### config.mk
export PLATFORM = sky130hd
export DESIGN_NAME = hamd_top
export DESIGN_NICKNAME = d
export VERILOG_FILES = /design/src/rtl/hamd_attr_chk.v /design/src/rtl/hamd_gap_hit.v /design/src/rtl/hamd_top.v
export VERILOG_INCLUDE_DIRS = /design/src /design/src/shared
export SDC_FILE = /design/constraint.sdc
export NUM_CORES = 1
export LEC_CHECK = 0
export BUFFER_PORTS_ARGS = -buffer_cell sky130_fd_sc_hd__clkbuf_2
export CORE_ASPECT_RATIO = 1.75
export CORE_MARGIN = 2
export CORE_UTILIZATION = 55
export CTS_CLUSTER_DIAMETER = 120
export DETAILED_ROUTE_END_ITERATION = 6
export GPL_TIMING_DRIVEN = 0
export HOLD_SLACK_MARGIN = 0.06
export PLACE_DENSITY = 0.92
export REMOVE_ABC_BUFFERS = 1
export SKIP_CTS_REPAIR_TIMING = 1
export SLEW_MARGIN = 20
export SYNTH_ARGS = -nofsm -noshare
export SYNTH_HDL_FRONTEND = slang
export SYNTH_SLANG_ARGS = --single-unit
### constraint.sdc
create_clock -name i_mclk -period 13.9 [get_ports i_mclk]
set_input_delay 2.085 -clock i_mclk [delete_from_list [all_inputs] [get_ports i_mclk]]
set_output_delay 2.085 -clock i_mclk [all_outputs]
set_load 0.005 [all_outputs]
### src/shared/hamd_consts.vh
`ifndef HAMD_CONSTS_VH
`define HAMD_CONSTS_VH

// Access attribute encodings for compatibility-area regions.
`define HAMD_ATTR_DIS      2'h0
`define HAMD_ATTR_RO       2'h1
`define HAMD_ATTR_WO       2'h2
`define HAMD_ATTR_RW       2'h3

// Compatibility region indices.
`define HAMD_RGN_DOS_HI    4'h0
`define HAMD_RGN_VGA       4'h1
`define HAMD_RGN_ISA0      4'h2
`define HAMD_RGN_EBIOS0    4'hA
`define HAMD_RGN_BIOS      4'hE
`define HAMD_RGN_NUM       15

// 16 Kbyte block numbers inside the first megabyte.
`define HAMD_BLK_DOS_HI    6'h20
`define HAMD_BLK_VGA       6'h28
`define HAMD_BLK_ISA       6'h30
`define HAMD_BLK_EBIOS     6'h38
`define HAMD_BLK_BIOS      6'h3C

// Default system-management segment (64 Kbyte unit number A).
`define HAMD_SMM_SEG_RST   4'hA

// Queue and buffer depths.
`define HAMD_IOQ_DEEP      4'h8
`define HAMD_IOQ_SHALLOW   4'h1
`define HAMD_TGT_DEPTH     3'h4
`define HAMD_INQ_DEPTH     3'h4
`define HAMD_BUF_DEPTH     3'h4

// Transfer limits: four 64-bit beats make one 32-byte line.
`define HAMD_MAX_BEATS     3'h4
`define HAMD_LINE_BYTES    32
`define HAMD_BEAT_BYTES    8

// Largest gap size code: 1 Mbyte shifted left by five is 32 Mbytes.
`define HAMD_GAP_CODE_MAX  3'h5

`endif
### src/rtl/hamd_attr_chk.v
`timescale 1ns/10ps
`include "hamd_consts.vh"

// Checks whether an access direction is allowed by a region attribute.
module hamd_attr_chk (
  input  wire [1:0] i_attr,
  input  wire       i_write,
  output wire       o_ok
);

  // Read needs RO or RW, write needs WO or RW; disabled allows nothing.
  assign o_ok = i_write ? (i_attr == `HAMD_ATTR_WO || i_attr == `HAMD_ATTR_RW)
                        : (i_attr == `HAMD_ATTR_RO || i_attr == `HAMD_ATTR_RW);

endmodule // hamd_attr_chk

### src/rtl/hamd_gap_hit.v
`timescale 1ns/10ps
`include "hamd_consts.vh"

// Power-of-two sized gap window on megabyte units.
module hamd_gap_hit #(
  parameter MB_W = 16
) (
  input  wire [MB_W-1:0] i_addr_mb,
  input  wire [MB_W-1:0] i_base_mb,
  input  wire [2:0]      i_size_code,
  input  wire            i_en,
  output wire            o_hit,
  output wire [MB_W:0]   o_size_mb
);

  wire [MB_W:0] base_x;
  wire [MB_W:0] addr_x;
  wire [MB_W:0] size_x;

  // Codes above five are clamped to 32 Mbytes.
  assign size_x    = {{MB_W{1'b0}}, 1'b1} <<
                     ((i_size_code > `HAMD_GAP_CODE_MAX) ?
                      `HAMD_GAP_CODE_MAX : i_size_code);
  assign base_x    = {1'b0, i_base_mb};
  assign addr_x    = {1'b0, i_addr_mb};
  assign o_size_mb = i_en ? size_x : {(MB_W+1){1'b0}};
  assign o_hit     = i_en && (addr_x >= base_x) && (addr_x < base_x + size_x);

endmodule // hamd_gap_hit

### src/rtl/hamd_top.v
`timescale 1ns/10ps
`include "hamd_consts.vh"

// Notes on behaviour
// - In-order queue depth selectable as one or eight transactions.
// - Bridge takes at most four transactions aimed at its PCI bus.
// - Inbound queue for PCI-initiated host requests is four deep.
// - Memory controller takes at most four transactions to its memory.
// - Four 32-byte outbound and four 32-byte inbound data buffers.
// - Largest transfer is four 64-bit beats, one 32-byte line.
// - Never defer own requests; bridge forbids deferral of its own.
// - Each sub-megabyte region above the lowest 512 Kbytes has disabled, RW, WO or RO attribute.
// - Lowest 512 Kbytes always belong to the memory controller.
// - 80000h-9FFFFh goes to host memory or, if enabled, to PCI.
// - Graphics range goes to PCI unless programmed as memory.
// - SMM space defaults to A0000h-AFFFFh and is relocatable.
// - ISA expansion area is eight 16 Kbyte blocks, own attributes.
// - Extended BIOS is four 16 Kbyte blocks, routed to MC or PCI.
// - Top BIOS block: compatibility bridge RW after reset, others off.
// - Reclaim raises effective top of memory by hidden gap sizes.
// - Low gap: MC only, megabyte aligned, 1-32 Mbytes, goes to PCI.
// - Frame buffer: bridge only, megabyte aligned, 1-32 Mbytes.
// - Memory gap in both agents, above 1 Mbyte, 1-32 Mbytes.
// - High gap has megabyte start and end, up to 64 Gbytes.
// - High gap splits controller memory into a lower and upper range.
module hamd_top #(
  parameter ADDR_W = 36,
  parameter MB_W   = 16
) (
  input  wire              i_mclk,
  input  wire              i_sys_rst,
  input  wire              i_role_mc,
  input  wire              i_compat_strap,
  input  wire              i_ioq_deep,
  input  wire              i_req_valid,
  input  wire [ADDR_W-1:0] i_req_addr,
  input  wire              i_req_write,
  input  wire              i_req_smm,
  input  wire [2:0]        i_req_beats,
  output wire              o_req_ready,
  input  wire              i_ioq_retire,
  input  wire              i_tgt_retire,
  input  wire              i_obuf_free,
  input  wire              i_ibuf_free,
  input  wire              i_inq_push,
  input  wire              i_inq_pop,
  output wire              o_inq_full,
  input  wire              i_attr_we,
  input  wire [3:0]        i_attr_idx,
  input  wire [1:0]        i_attr_val,
  input  wire              i_smm_we,
  input  wire [3:0]        i_smm_seg,
  input  wire              i_dos_hi_pci,
  input  wire              i_vga_mem,
  input  wire [3:0]        i_ebios_mc,
  input  wire [MB_W-1:0]   i_tom_mb,
  input  wire              i_reclaim_en,
  input  wire              i_lgap_en,
  input  wire [MB_W-1:0]   i_lgap_base_mb,
  input  wire [2:0]        i_lgap_size,
  input  wire              i_fb_en,
  input  wire [MB_W-1:0]   i_fb_base_mb,
  input  wire [2:0]        i_fb_size,
  input  wire              i_mgap_en,
  input  wire [MB_W-1:0]   i_mgap_base_mb,
  input  wire [2:0]        i_mgap_size,
  input  wire              i_hgap_en,
  input  wire [MB_W-1:0]   i_hgap_start_mb,
  input  wire [MB_W-1:0]   i_hgap_end_mb,
  output reg               o_dec_valid,
  output reg               o_claim,
  output reg               o_smm_hit,
  output reg               o_gap_hit,
  output reg               o_no_defer,
  output reg               o_defer_rsp,
  output reg  [MB_W:0]     o_eff_tom_mb,
  output reg  [3:0]        o_ioq_cnt,
  output reg  [2:0]        o_tgt_cnt,
  output reg  [2:0]        o_inq_cnt,
  output reg  [2:0]        o_obuf_cnt,
  output reg  [2:0]        o_ibuf_cnt
);

  ////////////////////////////////////////////////////////////////////////////
  // Compatibility-area attribute store.

  reg  [1:0] attr_reg [0:`HAMD_RGN_NUM-1];
  reg  [3:0] smm_seg_reg;
  wire [1:0] bios_rst;

  // The top BIOS block opens only in the compatibility bridge after reset.
  assign bios_rst = (!i_role_mc && i_compat_strap) ?
                    `HAMD_ATTR_RW : `HAMD_ATTR_DIS;

  genvar g;
  generate
    for (g = 0; g < `HAMD_RGN_NUM; g = g + 1) begin : g_attr
      // One attribute per region, written by index.
      always @(posedge i_mclk) begin
        if (i_sys_rst) begin
          attr_reg[g] <= (g == `HAMD_RGN_BIOS) ? bios_rst
                                               : `HAMD_ATTR_DIS;
        end else if (i_attr_we && i_attr_idx == g) begin
          attr_reg[g] <= i_attr_val;
        end
      end
    end
  endgenerate

  // SMM segment, relocatable from its A0000h default.
  always @(posedge i_mclk) begin
    if (i_sys_rst) begin
      smm_seg_reg <= `HAMD_SMM_SEG_RST;
    end else if (i_smm_we) begin
      smm_seg_reg <= i_smm_seg;
    end
  end

  ////////////////////////////////////////////////////////////////////////////
  // Address decode of the request on the port.

  wire [MB_W-1:0] addr_mb;
  wire [5:0]      blk;
  wire            in_first_mb;
  reg  [3:0]      rgn_idx;
  reg             rgn_route_ok;
  reg             rgn_valid;
  wire            attr_ok;
  wire            smm_hit;

  assign addr_mb     = i_req_addr[ADDR_W-1:20];
  assign blk         = i_req_addr[19:14];
  assign in_first_mb = (addr_mb == {MB_W{1'b0}});
  assign smm_hit     = i_req_smm && in_first_mb &&
                       (i_req_addr[19:16] == smm_seg_reg);

  // Region index and routing for the first megabyte.
  always @* begin
    rgn_idx      = `HAMD_RGN_BIOS;
    rgn_route_ok = 1'b0;
    rgn_valid    = 1'b1;
    if (blk < `HAMD_BLK_DOS_HI) begin
      rgn_valid    = 1'b0;
      rgn_route_ok = i_role_mc;
    end else if (blk < `HAMD_BLK_VGA) begin
      rgn_idx      = `HAMD_RGN_DOS_HI;
      rgn_route_ok = i_role_mc ^ i_dos_hi_pci;
    end else if (blk < `HAMD_BLK_ISA) begin
      rgn_idx      = `HAMD_RGN_VGA;
      rgn_route_ok = i_role_mc ~^ i_vga_mem;
    end else if (blk < `HAMD_BLK_EBIOS) begin
      rgn_idx      = `HAMD_RGN_ISA0 + {1'b0, blk[2:0]};
      rgn_route_ok = 1'b1;
    end else if (blk < `HAMD_BLK_BIOS) begin
      rgn_idx      = `HAMD_RGN_EBIOS0 + {2'h0, blk[1:0]};
      rgn_route_ok = i_role_mc ~^ i_ebios_mc[blk[1:0]];
    end else begin
      rgn_idx      = `HAMD_RGN_BIOS;
      rgn_route_ok = 1'b1;
    end
  end

  hamd_attr_chk u_attr_chk (
    .i_attr  (attr_reg[rgn_idx]),
    .i_write (i_req_write),
    .o_ok    (attr_ok)
  );

  ////////////////////////////////////////////////////////////////////////////
  // Gap ranges above the first megabyte.

  wire            lgap_hit;
  wire            fb_hit;
  wire            mgap_hit;
  wire            hgap_hit;
  wire [MB_W:0]   lgap_sz;
  wire [MB_W:0]   mgap_sz;
  wire [MB_W:0]   hgap_sz;
  wire            mgap_on;

  // The memory gap must start above the first megabyte.
  assign mgap_on = i_mgap_en && (i_mgap_base_mb != {MB_W{1'b0}});

  hamd_gap_hit #(.MB_W(MB_W)) u_lgap (
    .i_addr_mb   (addr_mb),
    .i_base_mb   (i_lgap_base_mb),
    .i_size_code (i_lgap_size),
    .i_en        (i_lgap_en && i_role_mc),
    .o_hit       (lgap_hit),
    .o_size_mb   (lgap_sz)
  );

  hamd_gap_hit #(.MB_W(MB_W)) u_fb (
    .i_addr_mb   (addr_mb),
    .i_base_mb   (i_fb_base_mb),
    .i_size_code (i_fb_size),
    .i_en        (i_fb_en && !i_role_mc),
    .o_hit       (fb_hit),
    .o_size_mb   ()
  );

  hamd_gap_hit #(.MB_W(MB_W)) u_mgap (
    .i_addr_mb   (addr_mb),
    .i_base_mb   (i_mgap_base_mb),
    .i_size_code (i_mgap_size),
    .i_en        (mgap_on),
    .o_hit       (mgap_hit),
    .o_size_mb   (mgap_sz)
  );

  // High gap spans start up to but not including end.
  assign hgap_hit = i_hgap_en && (addr_mb >= i_hgap_start_mb) &&
                    (addr_mb < i_hgap_end_mb);
  assign hgap_sz  = (i_hgap_en && i_hgap_end_mb > i_hgap_start_mb) ?
                    ({1'b0, i_hgap_end_mb} - {1'b0, i_hgap_start_mb})
                    : {(MB_W+1){1'b0}};

  ////////////////////////////////////////////////////////////////////////////
  // Effective top of memory with reclaiming.

  reg  [MB_W+2:0] eff_tom_next;

  // Hidden memory under enabled gaps is moved above the old top.
  always @* begin
    eff_tom_next = {3'h0, i_tom_mb};
    if (i_reclaim_en && i_role_mc) begin
      eff_tom_next = {3'h0, i_tom_mb} + {2'h0, lgap_sz} +
                     {2'h0, mgap_sz} + {2'h0, hgap_sz};
    end
  end

  ////////////////////////////////////////////////////////////////////////////
  // Claim decision.

  wire ext_gap;
  wire mem_hit;
  reg  claim;

  assign ext_gap = lgap_hit || mgap_hit || hgap_hit || fb_hit;
  // Below the effective top, memory is contiguous except inside the gaps,
  // so the high gap's start closes the lower range and its end opens the
  // upper one.
  assign mem_hit = ({3'h0, addr_mb} < eff_tom_next) && !ext_gap;

  // Memory controller owns memory, bridge owns its gap windows.
  always @* begin
    claim = 1'b0;
    if (smm_hit) begin
      claim = i_role_mc;
    end else if (in_first_mb) begin
      if (!rgn_valid) begin
        claim = rgn_route_ok;
      end else begin
        claim = rgn_route_ok && attr_ok;
      end
    end else if (i_role_mc) begin
      claim = mem_hit;
    end else begin
      claim = fb_hit || mgap_hit || hgap_hit;
    end
  end

  ////////////////////////////////////////////////////////////////////////////
  // Acceptance limits.

  wire [3:0] ioq_lim;
  wire       ioq_room;
  wire       tgt_room;
  wire       buf_room;
  wire       beats_ok;
  wire       take;
  wire       take_own;

  assign ioq_lim  = i_ioq_deep ? `HAMD_IOQ_DEEP : `HAMD_IOQ_SHALLOW;
  assign ioq_room = (o_ioq_cnt < ioq_lim);
  assign tgt_room = (o_tgt_cnt < `HAMD_TGT_DEPTH);
  assign buf_room = i_req_write ? (o_obuf_cnt < `HAMD_BUF_DEPTH)
                                : (o_ibuf_cnt < `HAMD_BUF_DEPTH);
  assign beats_ok = (i_req_beats != 3'h0) &&
                    (i_req_beats <= `HAMD_MAX_BEATS);
  assign o_req_ready = ioq_room && beats_ok &&
                       (!claim || (tgt_room && buf_room));
  assign take     = i_req_valid && o_req_ready;
  assign take_own = take && claim;
  assign o_inq_full = (o_inq_cnt == `HAMD_INQ_DEPTH);

  ////////////////////////////////////////////////////////////////////////////
  // Occupancy counters.

  wire inq_in;
  wire inq_out;
  wire ob_in;
  wire ib_in;
  wire ob_out;
  wire ib_out;

  assign inq_in  = i_inq_push && !o_inq_full;
  assign inq_out = i_inq_pop && (o_inq_cnt != 3'h0);
  assign ob_in   = take_own && i_req_write;
  assign ib_in   = take_own && !i_req_write;
  assign ob_out  = i_obuf_free && (o_obuf_cnt != 3'h0);
  assign ib_out  = i_ibuf_free && (o_ibuf_cnt != 3'h0);

  // Counters add what was taken and subtract what was retired.
  always @(posedge i_mclk) begin
    if (i_sys_rst) begin
      o_ioq_cnt  <= 4'h0;
      o_tgt_cnt  <= 3'h0;
      o_inq_cnt  <= 3'h0;
      o_obuf_cnt <= 3'h0;
      o_ibuf_cnt <= 3'h0;
    end else begin
      o_ioq_cnt  <= o_ioq_cnt + {3'h0, take} -
                    {3'h0, i_ioq_retire && (o_ioq_cnt != 4'h0)};
      o_tgt_cnt  <= o_tgt_cnt + {2'h0, take_own} -
                    {2'h0, i_tgt_retire && (o_tgt_cnt != 3'h0)};
      o_inq_cnt  <= o_inq_cnt + {2'h0, inq_in} - {2'h0, inq_out};
      o_obuf_cnt <= o_obuf_cnt + {2'h0, ob_in} - {2'h0, ob_out};
      o_ibuf_cnt <= o_ibuf_cnt + {2'h0, ib_in} - {2'h0, ib_out};
    end
  end

  ////////////////////////////////////////////////////////////////////////////
  // Registered decode result.

  // One-cycle result of each taken request.
  always @(posedge i_mclk) begin
    if (i_sys_rst) begin
      o_dec_valid  <= 1'b0;
      o_claim      <= 1'b0;
      o_smm_hit    <= 1'b0;
      o_gap_hit    <= 1'b0;
      o_no_defer   <= 1'b0;
      o_defer_rsp  <= 1'b0;
      o_eff_tom_mb <= {(MB_W+1){1'b0}};
    end else begin
      o_dec_valid  <= take;
      o_claim      <= take_own;
      o_smm_hit    <= take && smm_hit;
      o_gap_hit    <= take && ext_gap && !in_first_mb;
      o_no_defer   <= !i_role_mc;
      o_defer_rsp  <= 1'b0;
      o_eff_tom_mb <= eff_tom_next[MB_W:0];
    end
  end

endmodule // hamd_top

; ---- Word-level counts from Yosys, hierarchy flattened
; Memory sizes are Yosys's and may differ from the RTL's.
; Index checks and enable logic that the tools add are counted.
[totals]
ff_bits = 42
mem_bits_rw = 30
out_inout_bits = 41
wordCells = 258
memories = 1
[op_classes]
n_addsub = 19
n_lt_le_gt_ge = 24
eq_ne = 19
shifts = 3
muxes = 89
n_bitwise = 18
n_reduce_logical = 73
[memory_table]
columns = name, depth, word_bits, rd, rd_ports_with_merged_regs, write_ports, line
row1 = attr_reg, 15, 2, 1, 0, 15, hamd_top.v:87  ; reg [1:0] attr_reg [0:`HAMD_RGN_NUM-1];
[ops]
columns = op, n
row1 = $ge 16x16->1, 4
row2 = $mux 1, 59
row3 = $add 16x17->17, 3
row4 = $lt 16x17->1, 3
row5 = $mux 17, 3
row6 = $shl 1x3->17 const A, 3
row7 = $logic_and 1x1->1, 50
row8 = $mux 2, 16
row9 = $lt 6x6->1 const B, 5
row10 = $eq 4x4->1 const B, 7
row11 = $mux 4, 6
row12 = $add 18x17->19, 1
row13 = $add 19x17->19, 1
row14 = $lt 16x19->1, 1
row15 = $mux 19, 1
row16 = $add 16x17->18, 1
row17 = $sub 16x16->17, 1
row18 = $eq 4x3->1 const B, 4
row19 = $gt 16x16->1, 1
row20 = $logic_not 16->1, 1
row21 = $lt 16x16->1, 1
row22 = $reduce_bool 16->1, 1
row23 = $or 1x1->1, 15
row24 = $reduce_bool 3->1, 5
row25 = 25 further kinds, 52

; ---- Logic depth before layout (Yosys ltp)
[depth]
depth_word = 22
depth_mapped = 39
mapped_depth_nobuf = 39

; ---- Cells and area by module
; A second synthesis with hierarchy kept.
[hier_totals]
cells_unflattened = 1344
area_unflattened_um2 = 11375.9
[by_module_without_submodules]
columns = module, n_inst, cells_per_inst, area_each_um2
row1 = hamd_top, 1, 793, 7209.4
row2 = hamd_gap_hit (u_lgap), 1, 182, 1412.6
row3 = hamd_gap_hit (u_fb), 1, 183, 1372.6
row4 = hamd_gap_hit (u_mgap), 1, 185, 1366.3
row5 = hamd_attr_chk, 1, 1, 15.0

; ---- Worst setup path after synthesis
; Ideal clock, no wire load.
[synth_timing]
kind = input to output
startpoint = input port i_hgap_start_mb[1]
endpoint = output port o_req_ready
arrival_ns = 8.139
path_slack_ns = 3.676
cell_stages = 31
cell_sequence = inv_1 -> ha_1 -> nor2b_1 -> o21a_1 -> o21ai_1 -> a21oi_1 -> o31ai_1 -> o21ai_1 -> o41ai_2 -> buf_2 -> nor2_1 -> fa_1 -> ha_1 -> a21oi_1 -> nor2b_1 -> o31ai_1 -> a21boi_1 -> a41o_1 -> o21a_1 -> nor2_1 -> xnor2_1 -> mux2i_1 -> ha_1 -> and3_1 -> a221o_1 -> a311oi_1 -> o21ai_0 -> a211oi_1 -> o211ai_1 -> a21oi_2 -> nor2b_1
[synth_between]
elab_chain_cells = 13
word_cells_on_any_way = 21
classes_between = add/sub (2) / order compare (3) / mux (5) / reduce/logical (11)
[synth_rtl]
columns = item, line
row1 = "start, declared", hamd_top.v:68  ; input wire [MB_W-1:0] i_hgap_start_mb,
row2 = $gt 16x16->1 / $ge 16x16->1 (equally long branches), "hamd_top.v:214, hamd_top.v:212"
row3 = "$logic_and 1x1->1, on equally long branches", "hamd_top.v:214, hamd_top.v:212"
row4 = $mux 17 / $logic_and 1x1->1 (equally long branches), "hamd_top.v:214, hamd_top.v:212"
row5 = $add 19x17->19 / $logic_or 1x1->1 (equally long branches), "hamd_top.v:228, hamd_top.v:239"
row6 = $mux 19 / $logic_or 1x1->1 (equally long branches), "hamd_top.v:226, hamd_top.v:239"
row7 = $lt 16x19->1 / $logic_not 1->1 (equally long branches), hamd_top.v:243  ; assign mem_hit = ({3'h0, addr_mb} < eff_tom_next) && !ext_gap;
row8 = $logic_and 1x1->1, hamd_top.v:243
row9 = $mux 1 *, hamd_top.v:256  ; end else if (i_role_mc) begin
row10 = $mux 1 *, hamd_top.v:250  ; end else if (in_first_mb) begin
row11 = $mux 1 *, hamd_top.v:248  ; if (smm_hit) begin
row12 = $logic_not 1->1 *, hamd_top.v:282  ; (!claim || (tgt_room && buf_room));
row13 = $logic_or 1x1->1 *, hamd_top.v:282
row14 = $logic_and 1x1->1 *, hamd_top.v:281  ; assign o_req_ready = ioq_room && beats_ok &&
row15 = "end, declared", hamd_top.v:40  ; output wire o_req_ready,
; Every way passes the cells marked *; elsewhere a longest branch is shown, timed or not.

; ---- Worst setup path after layout
; Ends and elaborated chain as after synthesis.

==> metrics.yaml <==
run_status:
  status: "complete, no violations"
final_layout:
  nets: 1873
  syn2layout_area_growth_pct: 14.76
  layout_commonest_cell: "ha_1"
  ff_latch_area_um2: 1742
  final_layout_size_suffix_gt1_share_pct: 16.59
  largest_reg_flops: 30
  num-fill-cells: 1528
  final_cell_area_um2: 11990
  diodes: 0
  multi_input_area_um2: 8132
  final_cell_mix: "ha_1 (218), clkbuf_2 (206), inv_1 (136)"
timing:
  hold_viol_final: 0
  finalSetupViolations: 0
  maxSlewViolCount: 0
  skew_ps: 9.678
  fin_tns_setup_ps: 0
  worstMarginPinSlew_ps: 979.2
  grt_setup_unrepaired: "no"
  max_slew_margin_pct: 34.56
  layout_min_cycle_time_ps: 11930
  min_period_over_period_pct: 85.82
  worst_hold_slack_ps: 550.6
  clock.fmax_ghz: 0.08383
logic_synthesis:
  synth_cells: 1246
  avgSynthCellArea_um2: 8.383
  synth-seq-area-share_pct: 16.67
  synth_ff_type: "dfxtp_1"
  yosys_warnings: 0
  yosys.cell_types.count: 79
  ys_ff_latch: 72
  netlist_area_um2: 10450
  synth_edf_count: 30
  synthArstFlopShare_pct: 0
clock_network:
  cts_tree: "done"
  htreeDepth: 3
  cts_buffer_depth: 2
  root_buffer: "clkbuf_16"
  path_clk_slew_ps: 60
  clock_latency_ps: 340
  cts.sinks: 72
  cts_buffers: 9
critical_path:
  crit_arrival_ps: 9840
  worstSetupEndpointType: "output pin"
  r2r_slack_ps: 10500
  worst-setup-path-type: "in2out"
  reg2reg_to: "o_obuf_cnt[2]"
  slowest_stage: "o41ai_4"
  reg2reg_depth: 16
  cp.required_ps: 11810
  crit_start: "i_hgap_start_mb[1]"
  cp_max_fo: 17
  cp_common_cell: "ha_1"
  r2r-start: "attr_reg[13][0]"
  crit_path_max_incr_delay_ps: 690
  worst_setup_path_start_kind: "primary input"
grt:
  grt_pass1_vias: 10630
  gr-total-overflow: 0
  grt_pass1_wl_um: 48470
  grt_use_total_pct: 30.03
  antenna_found_initial: 0
  grt_max_degree: 45
die:
  rows: 66
  start_util_pct: 56.22
  core-area_um2: 18580
  die_y_um: 186.3
  die_area_um2: 20150
  top_level_ports: 222
  die_w_um: 108.2
place:
  port-buffer-count: 206
  hpwl_um: 25350
  placed_area_um2: 11710
  gp_congestion: 1.000
min_path:
  min_from: "smm_seg_reg[1]"
  min_to: "smm_seg_reg[1]"
  hold-path-cell-count: 2
  min_path_type: "reg2reg"
detailed_routing:
  wl_um: 30040
  drtIter0Drc: 644
  first_pass_iters: 5
  vias: 10270
  viasPerCell: 6.075
  ant_nets: 0
  route.detailed.drc: 0
  wl_per_cell_um: 17.76
pwr:
  peakVddDrop_mv: 0.09002
  p_total_mw: 1.000
  p_per_area_nw_per_um2: 83.46
  p_leak_nw: 5.959
flow_run:
  max_cap_viol_count: 0
## critical path: cells and delay by family
family / cells / cell delay (ps)
buffers and inverters: 4 / 400
adders and majority gates: 4 / 1330
xor gates and xnor gates: 1 / 130
muxes: 1 / 130
AOI/OAI and AO/OA: 17 / 4830
and+or+nand+nor: 6 / 930
## cells in the mapped netlist, drive strengths merged, types with 11 or more instances
cell type  instances  share of area, %
xor2              21               1.8
nand2             53               1.9
a21oi             73               3.6
clkbuf            15              0.54
fa                26               5.0
o21a              18               1.3
and2              14              0.84
a211oi            16               1.2
dfxtp             42               8.0
mux2i             18               1.7
nor3              29               1.4
a31oi             11              0.80
nor4              15              0.90
a21o              29               2.1
inv              136               4.9
edfxtp            30               8.6
nand4             20               1.2
nand3             28               1.3
nand2b            21               1.3
ha               218                26
xnor2             59               4.9
nor2b             31               1.9
o21ai             66               3.2
nor2             116               4.2
## through the flow
| step | setup WS, ps | utilization, % | instances |
|---|---|---|---|
| floorplan | 3427 | - | 1231 |
| global placement | 1975 | 62.98 | 1675 |
| detailed placement | 2077 | 63.04 | 1675 |
| CTS | 2051 | 64.51 | 1691 |
| global route | 1497 | 64.51 | 1691 |
| finish | 1971 | 64.51 | 1691 |
## per-layer routing
layer / up-vias / share of wire [%] / GRT usage [%]
met3: 141 / 6.7 / 5.065
met4: 0 / 6.7 / 19.33
met2: 446 / 53 / 56.24
met1: 4778 / 34 / 29.29
li1: 4908 / - / -
met5: - / 0 / 0
## how the worst max path moves through the flow
stage	cells past startpoint	slack (ps)	end
after floorplan	31	3430	o_req_ready
after global placement	33	1970	o_req_ready
after detailed placement	33	2080	o_req_ready
after CTS	33	2050	o_req_ready
after global routing	33	1500	o_req_ready
final	33	1970	o_req_ready
## kinds of logic (layout without fill, tap and decap cells)
kind of cell	after synthesis	count (layout)	synth area share (%)
and+or+nand+nor	366	366	17.73
AOI/OAI and AO/OA	299	299	19.23
adders and majority gates	244	244	31.10
buffers and inverters	160	358	5.906
xor gates and xnor gates	80	80	6.708
DFF	72	72	16.67
muxes	23	23	2.587
other	2	11	0.07190
## report_power, final
group          internal (mW)  switching [mW]  leakage (nW)
clock                  0.122          0.0895         0.130
sequential             0.252          0.0268         0.635
combinational          0.233           0.278          5.19
total                  0.606           0.394          5.96
## cell type report
| class | instances | share of cell area [%] |
|---|---|---|
| clock buffers | 10 | 1.910 |
| flip-flops and latches | 72 | 14.53 |
| clock inverters | 6 | 0.3758 |
| repair buffers | 206 | 8.601 |
| multi-input cells | 1023 | 67.84 |
| inverters | 136 | 4.259 |
| well taps | 238 | 2.484 |
No activity file was read; power rests on OpenSTA's default activity.
